--- config.mk ---
export PLATFORM = sky130hd
export DESIGN_NAME = fbmc_top
export DESIGN_NICKNAME = d
export VERILOG_FILES = /design/src/core/fbmc_pkg.sv /design/src/core/fbmc_top.sv /design/src/core/fbmc_asm_rx.sv
export SDC_FILE = /design/constraint.sdc
export NUM_CORES = 1
export LEC_CHECK = 0
export BUFFER_PORTS_ARGS = -buffer_cell sky130_fd_sc_hd__clkbuf_2
export CAP_MARGIN = 20
export CORE_AREA = 2 2 302 304
export CTS_CLUSTER_SIZE = 16
export DETAILED_ROUTE_END_ITERATION = 10
export DIE_AREA = 0 0 304 306
export PLACE_DENSITY = 0.45
export SYNTH_ARGS = -nofsm -noshare
export SYNTH_HDL_FRONTEND = slang
export SYNTH_SLANG_ARGS = --single-unit
--- constraint.sdc ---
create_clock -name clock -period 8.2 [get_ports clock]
set_input_delay 2.05 -clock clock [delete_from_list [all_inputs] [get_ports clock]]
set_output_delay 2.05 -clock clock [all_outputs]
set_load 0.1 [all_outputs]
--- src/core/fbmc_pkg.sv ---
/*
  Shared constants for the fieldbus master control word: assembly layout,
  command codes, role codes, node count and reset values.
  Assumes nothing beyond a SystemVerilog compiler.
*/
package fbmc_pkg;
  localparam int NODES = 127;
  localparam int MASK_BYTES = 16;
  localparam int FRAME_BYTES = 20;
  localparam int IDX_W = 5;
  localparam logic [4:0] IDX_CMD = 5'h00;
  localparam logic [4:0] IDX_ROLE = 5'h01;
  localparam logic [4:0] IDX_RSV_LO = 5'h02;
  localparam logic [4:0] IDX_RSV_HI = 5'h03;
  localparam logic [4:0] IDX_MASK0 = 5'h04;
  localparam logic [4:0] IDX_LAST = 5'h13;
  localparam logic [7:0] CMD_OFFLINE = 8'h00;
  localparam logic [7:0] CMD_STOP = 8'h01;
  localparam logic [7:0] CMD_CLEAR = 8'h02;
  localparam logic [7:0] CMD_OPER = 8'h03;
  localparam logic [7:0] ROLE_STANDBY = 8'h00;
  localparam logic [7:0] ROLE_ACTIVE = 8'h01;
  localparam logic [7:0] BYTE_RST = 8'h00;

  typedef enum logic [1:0] {
    FBMC_OFFLINE = 2'b00,
    FBMC_STOP = 2'b01,
    FBMC_CLEAR = 2'b10,
    FBMC_OPER = 2'b11
  } fbmc_state_t;
endpackage : fbmc_pkg

--- src/core/fbmc_top.sv ---
/*
  Control word of a fieldbus master: applies network state, redundancy role
  and per-node exchange enables from the host's output assembly, and
  reports node faults. Assumes the master engine and host byte feed run on
  this clock; configured/present vectors come from the engine.
*/
`timescale 1ns/100ps
`default_nettype none
// Function
// - command 0 puts network offline; command 1 puts it in stop.
// - command 2 drives network to clear; command 3 to operational.
// - role byte 0 means standby, 1 means active role.
// - one enable bit per node 0..126; set bit permits exchange if configured and the network is not offline.
// - cleared enable bit forbids exchange even with configured present node.
// - a missing node that is enabled and configured shows on node_missing and fault_led while the network is not offline.
// - per-node disabled flag is 1 whenever its enable bit is not set.
module fbmc_top #(
  parameter int NODES = fbmc_pkg::NODES
) (
  input wire logic clock,
  input wire logic rst_n,
  input wire logic asm_valid,
  input wire logic asm_sof,
  input wire logic [7:0] asm_byte,
  input wire logic [NODES-1:0] node_configured,
  input wire logic [NODES-1:0] node_present,
  output fbmc_pkg::fbmc_state_t net_state,
  output logic role_active,
  output logic [NODES-1:0] node_exchange_enable_mask,
  output logic [NODES-1:0] exchange_permit,
  output logic [NODES-1:0] node_disabled_flag,
  output logic [NODES-1:0] node_missing,
  output logic fault_led,
  output logic ctrl_error
);
  if (NODES < 1 || NODES > 8*fbmc_pkg::MASK_BYTES) begin : g_nodes_check
    $error("NODES must lie within the assembly's enable mask");
  end

  logic frame_done;
  logic [7:0] cmd_byte, role_byte;
  logic [8*fbmc_pkg::MASK_BYTES-1:0] mask_bits;

  fbmc_asm_rx u_rx (
    .clock(clock),
    .rst_n(rst_n),
    .asm_valid(asm_valid),
    .asm_sof(asm_sof),
    .asm_byte(asm_byte),
    .frame_done(frame_done),
    .cmd_byte(cmd_byte),
    .role_byte(role_byte),
    .mask_bits(mask_bits)
  );

  function automatic logic cmd_known(input logic [7:0] c);
    cmd_known = (c <= fbmc_pkg::CMD_OPER);
  endfunction : cmd_known

  function automatic logic role_known(input logic [7:0] r);
    role_known = (r == fbmc_pkg::ROLE_STANDBY) || (r == fbmc_pkg::ROLE_ACTIVE);
  endfunction : role_known

  fbmc_pkg::fbmc_state_t next_state;
  logic next_role, next_err, next_led;
  logic [NODES-1:0] next_mask, next_permit, next_dis, next_miss;
  logic link_up;

  // control: state, role, enable mask, latched at each complete assembly
  always_comb begin
    next_state = net_state;
    next_role = role_active;
    next_mask = node_exchange_enable_mask;
    next_err = ctrl_error;
    if (frame_done) begin
      next_mask = mask_bits[NODES-1:0];
      next_err = !cmd_known(cmd_byte) || !role_known(role_byte);
      // an unknown command or role keeps the old value and raises ctrl_error
      case (cmd_byte)
        fbmc_pkg::CMD_OFFLINE: next_state = fbmc_pkg::FBMC_OFFLINE;
        fbmc_pkg::CMD_STOP: next_state = fbmc_pkg::FBMC_STOP;
        fbmc_pkg::CMD_CLEAR: next_state = fbmc_pkg::FBMC_CLEAR;
        fbmc_pkg::CMD_OPER: next_state = fbmc_pkg::FBMC_OPER;
        default: next_state = net_state;
      endcase
      if (role_byte == fbmc_pkg::ROLE_STANDBY)
        next_role = 1'b0;
      else if (role_byte == fbmc_pkg::ROLE_ACTIVE)
        next_role = 1'b1;
    end
  end

  always_ff @(posedge clock or negedge rst_n) begin
    if (!rst_n) begin
      net_state <= fbmc_pkg::FBMC_OFFLINE;
      role_active <= 1'b0;
      node_exchange_enable_mask <= '0;
      ctrl_error <= 1'b0;
    end else begin
      net_state <= next_state;
      role_active <= next_role;
      node_exchange_enable_mask <= next_mask;
      ctrl_error <= next_err;
    end
  end

  // per-node exchange permission and fault view, from the next control values
  always_comb begin
    link_up = (next_state != fbmc_pkg::FBMC_OFFLINE);
    next_permit = next_mask & node_configured & {NODES{link_up}};
    next_dis = ~next_mask;
    next_miss = next_mask & node_configured & ~node_present & {NODES{link_up}};
    next_led = |next_miss;
  end

  always_ff @(posedge clock or negedge rst_n) begin
    if (!rst_n) begin
      exchange_permit <= '0;
      node_disabled_flag <= '1;
      node_missing <= '0;
      fault_led <= 1'b0;
    end else begin
      exchange_permit <= next_permit;
      node_disabled_flag <= next_dis;
      node_missing <= next_miss;
      fault_led <= next_led;
    end
  end

  a_cmd_offline: assert property (@(posedge clock) disable iff (!rst_n)
    frame_done && cmd_byte == fbmc_pkg::CMD_OFFLINE |=> net_state == fbmc_pkg::FBMC_OFFLINE)
    else $error("command 0 did not take the network offline");
  a_cmd_stop: assert property (@(posedge clock) disable iff (!rst_n)
    frame_done && cmd_byte == fbmc_pkg::CMD_STOP |=> net_state == fbmc_pkg::FBMC_STOP)
    else $error("command 1 did not stop the network");
  a_cmd_clear: assert property (@(posedge clock) disable iff (!rst_n)
    frame_done && cmd_byte == fbmc_pkg::CMD_CLEAR |=> net_state == fbmc_pkg::FBMC_CLEAR)
    else $error("command 2 did not clear the network");
  a_cmd_oper: assert property (@(posedge clock) disable iff (!rst_n)
    frame_done && cmd_byte == fbmc_pkg::CMD_OPER |=> net_state == fbmc_pkg::FBMC_OPER)
    else $error("command 3 did not make the network operational");
  a_role_confirm: assert property (@(posedge clock) disable iff (!rst_n)
    frame_done && role_known(role_byte) |=> role_active == $past(role_byte[0]))
    else $error("role byte not applied");
  a_mask_load: assert property (@(posedge clock) disable iff (!rst_n)
    frame_done |=> node_exchange_enable_mask == $past(mask_bits[NODES-1:0]))
    else $error("enable mask not loaded from assembly");
  a_no_exch_off: assert property (@(posedge clock) disable iff (!rst_n)
    (exchange_permit & ~node_exchange_enable_mask) == '0)
    else $error("exchange permitted with a cleared enable bit");
  a_offline_quiet: assert property (@(posedge clock) disable iff (!rst_n)
    net_state == fbmc_pkg::FBMC_OFFLINE |-> exchange_permit == '0)
    else $error("exchange permitted while offline");
  a_disabled_flag: assert property (@(posedge clock) disable iff (!rst_n)
    node_disabled_flag == ~node_exchange_enable_mask)
    else $error("disabled flag disagrees with enable mask");
  a_fault_led: assert property (@(posedge clock) disable iff (!rst_n)
    fault_led == (node_missing != '0))
    else $error("fault LED disagrees with missing nodes");
  a_rsv_ignored: assert property (@(posedge clock) disable iff (!rst_n)
    frame_done |=> ctrl_error == !(cmd_known($past(cmd_byte)) && role_known($past(role_byte))))
    else $error("error flag depends on something other than command and role");

  // control values move only at a complete assembly, unknown codes keep the old value
  a_state_quiet: assert property (@(posedge clock) disable iff (!rst_n)
    !frame_done |=> $stable(net_state))
    else $error("network state moved without a complete assembly");
  a_bad_cmd_hold: assert property (@(posedge clock) disable iff (!rst_n)
    frame_done && !cmd_known(cmd_byte) |=> $stable(net_state))
    else $error("unknown command changed the network state");
  a_err_bad_cmd: assert property (@(posedge clock) disable iff (!rst_n)
    frame_done && !cmd_known(cmd_byte) |=> ctrl_error)
    else $error("unknown command did not raise the error flag");
  a_err_quiet: assert property (@(posedge clock) disable iff (!rst_n)
    !frame_done |=> $stable(ctrl_error))
    else $error("error flag moved without a complete assembly");
  a_role_quiet: assert property (@(posedge clock) disable iff (!rst_n)
    !frame_done |=> $stable(role_active))
    else $error("role moved without a complete assembly");
  a_bad_role_hold: assert property (@(posedge clock) disable iff (!rst_n)
    frame_done && !role_known(role_byte) |=> $stable(role_active))
    else $error("unknown role byte changed the role");
  a_err_bad_role: assert property (@(posedge clock) disable iff (!rst_n)
    frame_done && !role_known(role_byte) |=> ctrl_error)
    else $error("unknown role byte did not raise the error flag");
  a_role_standby: assert property (@(posedge clock) disable iff (!rst_n)
    frame_done && role_byte == fbmc_pkg::ROLE_STANDBY |=> !role_active)
    else $error("role byte 0 did not give standby");
  a_role_active: assert property (@(posedge clock) disable iff (!rst_n)
    frame_done && role_byte == fbmc_pkg::ROLE_ACTIVE |=> role_active)
    else $error("role byte 1 did not give the active role");
  a_mask_quiet: assert property (@(posedge clock) disable iff (!rst_n)
    !frame_done |=> $stable(node_exchange_enable_mask))
    else $error("enable mask moved without a complete assembly");

  // exchange permission follows mask and state in the same cycle, configuration with one cycle of lag
  a_permit_cfg: assert property (@(posedge clock) disable iff (!rst_n)
    (exchange_permit & ~$past(node_configured)) == '0)
    else $error("exchange permitted with an unconfigured node");
  a_permit_exact: assert property (@(posedge clock) disable iff (!rst_n)
    exchange_permit == (node_exchange_enable_mask & $past(node_configured)
      & {NODES{net_state != fbmc_pkg::FBMC_OFFLINE}}))
    else $error("exchange permission disagrees with mask, configuration and state");

  // fault view: only enabled, configured, absent nodes while the network is up
  a_miss_enabled: assert property (@(posedge clock) disable iff (!rst_n)
    (node_missing & ~node_exchange_enable_mask) == '0)
    else $error("missing flag raised for a node that is not enabled");
  a_miss_present: assert property (@(posedge clock) disable iff (!rst_n)
    (node_missing & $past(node_present)) == '0)
    else $error("missing flag raised for a node that is present");
  a_miss_cfg: assert property (@(posedge clock) disable iff (!rst_n)
    (node_missing & ~$past(node_configured)) == '0)
    else $error("missing flag raised for an unconfigured node");
  a_miss_offline: assert property (@(posedge clock) disable iff (!rst_n)
    net_state == fbmc_pkg::FBMC_OFFLINE |-> node_missing == '0)
    else $error("missing flag raised while offline");
  a_led_offline: assert property (@(posedge clock) disable iff (!rst_n)
    net_state == fbmc_pkg::FBMC_OFFLINE |-> !fault_led)
    else $error("fault LED lit while offline");
endmodule : fbmc_top
`default_nettype wire

--- src/core/fbmc_asm_rx.sv ---
/*
  Byte-serial receiver for the cyclic output control assembly.
  Assumes bytes arrive from host-side logic on the same clock, one per
  asm_valid, with asm_sof on the first byte of each assembly.
*/
`timescale 1ns/100ps
`default_nettype none
module fbmc_asm_rx (
  input wire logic clock,
  input wire logic rst_n,
  input wire logic asm_valid,
  input wire logic asm_sof,
  input wire logic [7:0] asm_byte,
  output logic frame_done,
  output logic [7:0] cmd_byte,
  output logic [7:0] role_byte,
  output logic [8*fbmc_pkg::MASK_BYTES-1:0] mask_bits
);
  logic [fbmc_pkg::IDX_W-1:0] idx, next_idx;
  logic in_frame, next_in_frame;
  logic next_done;
  logic [7:0] next_cmd, next_role;
  logic [8*fbmc_pkg::MASK_BYTES-1:0] next_mask;
  logic [fbmc_pkg::IDX_W-1:0] pos;
  logic take;

  always_comb begin
    pos = asm_sof ? fbmc_pkg::IDX_CMD : idx;
    take = asm_valid && (asm_sof || in_frame);
    next_idx = idx;
    next_in_frame = in_frame;
    next_done = 1'b0;
    next_cmd = cmd_byte;
    next_role = role_byte;
    next_mask = mask_bits;
    if (take) begin
      next_idx = pos + 5'h01;
      next_in_frame = (pos != fbmc_pkg::IDX_LAST);
      next_done = (pos == fbmc_pkg::IDX_LAST);
      case (pos)
        fbmc_pkg::IDX_CMD: next_cmd = asm_byte;
        fbmc_pkg::IDX_ROLE: next_role = asm_byte;
        fbmc_pkg::IDX_RSV_LO, fbmc_pkg::IDX_RSV_HI: ; // reserved word dropped
        default: next_mask[8*(pos-fbmc_pkg::IDX_MASK0) +: 8] = asm_byte;
      endcase
    end
  end

  always_ff @(posedge clock or negedge rst_n) begin
    if (!rst_n) begin
      idx <= fbmc_pkg::IDX_CMD;
      in_frame <= 1'b0;
      frame_done <= 1'b0;
      cmd_byte <= fbmc_pkg::BYTE_RST;
      role_byte <= fbmc_pkg::BYTE_RST;
      mask_bits <= '0;
    end else begin
      idx <= next_idx;
      in_frame <= next_in_frame;
      frame_done <= next_done;
      cmd_byte <= next_cmd;
      role_byte <= next_role;
      mask_bits <= next_mask;
    end
  end

  a_rsv_dropped: assert property (@(posedge clock) disable iff (!rst_n)
    take && (pos == fbmc_pkg::IDX_RSV_LO || pos == fbmc_pkg::IDX_RSV_HI)
      |=> $stable(cmd_byte) && $stable(role_byte) && $stable(mask_bits))
    else $error("reserved byte altered the captured assembly");
endmodule : fbmc_asm_rx
`default_nettype wire

==> Word-level counts from Yosys, hierarchy flattened <==
Cells that the tools add are included.
{ "totals": {"regBits": 664, "input_bits": 266} }
{ "classes": {"muxes": 8, "n_eq_ne": 9, "bitwise": 7, "n_addsub": 3, "n_reduce_logical": 17, "magnitude_cmp": 1, "shift": 2} }
{ "op_table": {"columns": ["op", "count"], "rows": [
  ["$and 127x127->127", 4],
  ["$not 127->127", 2],
  ["$bwmux 128", 1],
  ["$shift 8x34->128 const A", 1],
  ["$shiftx 8x34->128", 1],
  ["$mux 127", 1],
  ["$reduce_or 127->1", 1],
  ["$neg 32->34", 1],
  ["$eq 8x1->1 const B", 2],
  ["$eq 8x2->1 const B", 2],
  ["$logic_not 8->1", 2],
  ["$eq 5x2->1 const B", 2],
  ["$le 8x2->1 const B", 1],
  ["$pmux 2 s4", 1],
  ["$reduce_and 2->1", 4],
  ["$sub 5x3->6 const B", 1],
  ["$add 5x1->5 const B", 1],
  ["$eq 5x1->1 const B", 1],
  ["$eq 5x5->1 const B", 1],
  ["$logic_not 5->1", 1],
  ["$mux 5", 1],
  ["$ne 5x5->1 const B", 1],
  ["$reduce_bool 2->1", 2],
  ["$reduce_or 4->1", 1],
  ["other kinds (6)", 11]
]} }

==> Longest topological paths before layout <==
{ "depth": {"word_depth": 6, "mapped_depth": 14, "ltp_nobuf": 11} }

==> By module <==
Synthesis repeated with hierarchy kept, for this count alone.
{ "hier_totals": {"cells_unflattened": 1776, "area_unflattened_um2": 24069.3} }
{ "by_module_without_submodules": {"columns": ["module", "cells_per_inst", "instances", "seq_area_each_um2", "area_each_um2"], "rows": [
  ["fbmc_top", 1298, 1, 12996.2, 17495.5],
  ["fbmc_asm_rx", 478, 1, 3778.6, 6573.8]
]} }

==> Worst setup path before layout <==
No wires, ideal clock.
{ "synth_path": {"path_kind": "input to register", "start": "input asm_sof", "end": "register u_rx.mask_bits[64] (netlist bit)", "path_slack_ns": 2.696, "setup_ns": 0.128, "path_stages": 12, "required_time_ns": 8.072, "n_path_buf": 3, "arrival_time_ns": 5.376, "cell_sequence": "clkbuf_1 > nor4b_1 > nand2_1 > ha_1 > clkbuf_1 > or4b_1 > nor4_2 > o221ai_2 > nor2_1 > and4_1 > buf_2 > mux2_1"} }
{ "synth_between": {"elab_chain_len": 5, "elab_cells_between_ends": 15, "classes_between": "add/sub (2); eq/ne (3); shift (2); mux (2); bitwise (1); reduce/logical (5)"} }
{ "synth_lines": {"columns": ["element", "line_no", "text"], "rows": [
  ["start: declaration", "fbmc_top.sv:23", "input wire logic asm_sof,"],
  ["$mux 5", "fbmc_asm_rx.sv:28", "pos = asm_sof ? fbmc_pkg::IDX_CMD : idx;"],
  ["$sub 5x3->6 (tied with other cells)", "fbmc_asm_rx.sv:44", "default: next_mask[8*(pos-fbmc_pkg::IDX_MASK0) +: 8] = asm_byte;"],
  ["$neg 32->34 / $reduce_or 4->1 (equally long branches)", null, null],
  ["$shiftx 8x34->128 (tied with other cells)", "fbmc_asm_rx.sv:44", null],
  ["$bwmux 128 / $reduce_and 2->1 (equally long branches)", null, null],
  ["end signal: assignment", "fbmc_asm_rx.sv:63", "mask_bits <= next_mask;"],
  ["end: declaration", "fbmc_asm_rx.sv:17", "output logic [8*fbmc_pkg::MASK_BYTES-1:0] mask_bits"]
]} }
Several ways; a longest one is shown, not always the timed one.
A chain may end at the register's enable or synchronous reset.

==> Worst setup path after layout <==
{ "layout_path": {"start": "input asm_sof", "end": "register u_rx.mask_bits[43] (netlist bit)"} }
Same word-level chain as after synthesis.

==> impl_results.md <==
* Run status: finished clean
* Largest net degree at the start of global routing at ~160
* Seq/Total Area, Yosys at a little under three quarters
* Avg Synthesized Cell Area at around 12 um^2
* Die W at just over 300 um
* Count leader, synth: dfrtp_1
* Worst-margin pin slew at 1.135 ns
* Vias at between 15000 and 20000
* Total routed wirelength at around 95 mm
* M1 wire length at 38.07 mm
* Sequential Area at 0.01675 mm^2
* Final hold slack at around 0.43 ns
* Leakage at about 15 nW
* Clk sinks at 663
* Number of hold buffers added after cts at 0
* Cells after Synth at between 1500 and 2000
* Arrival time of the worst setup path at between 5 and 6 ns
* Share of cells above drive strength 1 at 42.35%
* Crit-path max FO at 16
* Main combinational cell family by area after synthesis: simple AND/OR/NAND/NOR gates
* Post-synth EDFFs at 0
* Met3 wire length at 6.940 mm
* Synth Area in Adders at 0.7413%
* Rows at between 100 and 150
* Post-DRT Antenna Nets at 0
* Final Wtd Congestion at 0.9617
* Crit. path cell count at 11
* R2R cell count at 8
* Worst path bufs/invs at 2
* Synth top cells by count: 536 x dfrtp_1, 304 x nand2_1, 146 x nor2_1
* Final hold violations at 0
* Clock transition at path regs at 0.06 ns
* DR top layer: met5
* Clock Path Buffers at 3
* Area Overhead vs Synth at 32.83%
* Post-synthesis sequential element count at between 600 and 700
* First-pass GRT wire length at 136.0 mm
* Min-delay worst type: flip-flop to flip-flop
* Setup Skew at 0.03341 ns
* Post-Syn Area at between 0.02 and 0.025 mm^2
* Drt drc at 0
* Overflow after GRT at 0
* I/O Pins at 779
* Max stage delay cell, worst path: nor2_1
* RR Startpoint: u_rx.frame_done
* Routed wire per std cell at between 20 and 25 um
* Clock latency on the worst-skew pair at between 0.6 and 0.7 ns
* Post-synthesis mux area share at under 10%
* Reg2reg end: fault_led
* XOR/XNOR Fraction of Synth Area at less than 1%
* CTS tree: yes
* Total core area at around 0.09 mm^2
* Critical path startpoint category: primary input
* WP data required at just under 9 ns
* Vias in the first global route at about 19000
* # Max-Cap Violations at 0
* Pre-Repair DR Iteration Count at 7
* Multi-input gate area at just over 0.006 mm^2
* Distinct cells, synth at 51
* Setup_tns at 0 ns
* Setup slack, reg-to-reg at between 3 and 4 ns
* Critical Path, Cell by Cell: clkbuf_2 > nor2_1 > inv_1 > ha_1 > or4b_1 > nor4_2 > o221ai_2 > nor2b_2 > nand3_1 > nand2_1 > o21ai_1
* RSZ-0062 raised after global routing: false
* Initial DRC Count at a little over 1000
* Starting Density at about a quarter
* Final setup vio count at 0
* Slew margin rel. at about 24%
* CP peak stage delay at roughly 0.74 ns
* Vias per inst at approximately 4.5
* Setup CP Type: primary input to flip-flop
* CP top delay family: simple AND/OR/NAND/NOR gates
* Async S/R FF share, synth at between 90% and 100%
* Max-slew violations at 0
* Compound-Gate Fraction of Synth Area at 4.373%
* Die H at 306 um
* PortBufs at just under 800
* H-tree depth at 3
* Initial antenna violation count at 7
* CP endpoint: u_rx.mask_bits[43]
* GRT Overall Usage at between 20% and 30%
* Hpwl dp at about 74 mm
* Nets at roughly 3000
* Max Clock Freq at around 190 MHz
* Synth top area share at approximately 57%
* Power per cell area at roughly 230 mW/mm^2
* Min cycle time layout at about 5.4 ns
* Final period util at about two thirds
* Yosys top cell by area: dfrtp_1
* CTS root buf: clkbuf_16
* Met2 WL at between 40 and 50 mm
* Filler cells at between 9000 and 10000
* Die Area at around 0.093 mm^2
* Warnings, synthesis at 0
* Post-CTS Setup Bufs at 0
* Top post-synthesis cells by area: dfrtp_1 57%, dfstp_2 14%, mux2_2 6.0%, nand2_1 4.8%, nor3_1 2.7%
* CP Capture Type: flip-flop
* Worst setup startpoint: asm_sof
* Num CTS Buffers at 78
* Post-synthesis net count at 2194
* Max VDD drop at approximately 0.15 mV
* Post-Synth Simple-Gate Area at approximately 13%
* Primary FF master, synth: dfrtp_1
* Post-CTS sizing at 0
-- cells in the final DEF, fill, tap and decap left out, types with 15 or more instances in the layout --
cell,instances
o21ai_1,85
dfrtp_1,535
mux2i_1,31
clkbuf_2,777
nor2_1,146
nor4_1,16
nand2_1,304
mux2_2,125
o22ai_1,44
inv_1,137
clkbuf_1,25
o21ai_0,32
nand3b_1,15
nor3_1,126
clkbuf_8,18
clkbuf_16,79
dfstp_2,127
-- where the power goes --
part | internal [mW] | leakage [nW] | switching, mW
Combinational | 0.105 | 5.33 | 0.188
Clock | 2.05 | 1.25 | 1.41
Sequential | 3.31 | 8.78 | 0.0214
-- kinds of logic after synthesis --
logic type / Yosys count
AO/OA/AOI/OAI: 182
XOR/XNOR: 3
adder cells (fa/ha/maj): 14
buffers and inverters: 214
flip-flops: 663
multiplexers: 165
AND/OR/NAND/NOR: 673
-- metal layers --
metal  vias to the layer above  track usage [%]
li1                       7990                -
met1                      8841            24.20
met2                       679            34.73
met3                       106            5.931
met4                         4            6.421
met5                         -                0
-- worst min-delay path by stage --
stage,start,endpoint,slack (ns),cells after the start
floorplan,u_rx.mask_bits[68],node_disabled_flag[68],0.40,1
global placement,node_exchange_enable_mask[53],node_disabled_flag[53],0.42,1
detailed placement,node_exchange_enable_mask[27],node_disabled_flag[27],0.43,1
CTS,node_exchange_enable_mask[58],node_disabled_flag[58],0.44,1
global route,node_exchange_enable_mask[58],node_disabled_flag[58],0.45,1
finish,node_exchange_enable_mask[27],node_disabled_flag[27],0.43,1
-- state kept, by name, summed over array words and instances, names as in the netlist --
name,count
u_rx.cmd_byte,8
node_exchange_enable_mask,127
u_rx.mask_bits,127
u_rx.idx,5
role_active,1
exchange_permit,127
node_disabled_flag,127
u_rx.role_byte,8
node_missing,127
u_rx.frame_done,1
ctrl_error,1
net_state,2
u_rx.in_frame,1
fault_led,1
-- area by class of cell --
class | instances | area share, %
sequential | 663 | 53.37
multi-input combinational | 1037 | 19.37
timing repair buffer | 789 | 12.78
clock buffer | 122 | 7.386
tap | 1176 | 4.687
inverter | 137 | 1.638
clock inverter | 22 | 0.7454
antenna | 3 | 0.02392
-- metrics by stage --
step / power [mW] / area, um^2 / worst slack (ns) / std cells / util (%)
3_5_place_dp: 3.683 / 28820 / 1.775 / 3802 / 32.17
5_1_grt: 7.372 / 31390 / 2.441 / 3947 / 35.03
4_1_cts: 7.193 / 31380 / 2.462 / 3946 / 35.02
6_report: 7.080 / 31390 / 2.818 / 3949 / 35.03
3_3_place_gp: 3.674 / 28820 / 1.921 / 3802 / 32.17
2_1_floorplan: 3.487 / 23630 / 2.696 / 1914 / -
-- worst reg2reg max path: stages, from the launching register on --
cell	delay, ns
dfrtp_4	0.74
buf_4	0.63
mux2_2	0.44
nand2_1	0.13
o22ai_1	0.24
nor4_1	0.90
nand4_1	0.38
nor4_1	0.69
o211ai_1	0.14
No activity file was read; power rests on OpenSTA's default activity.
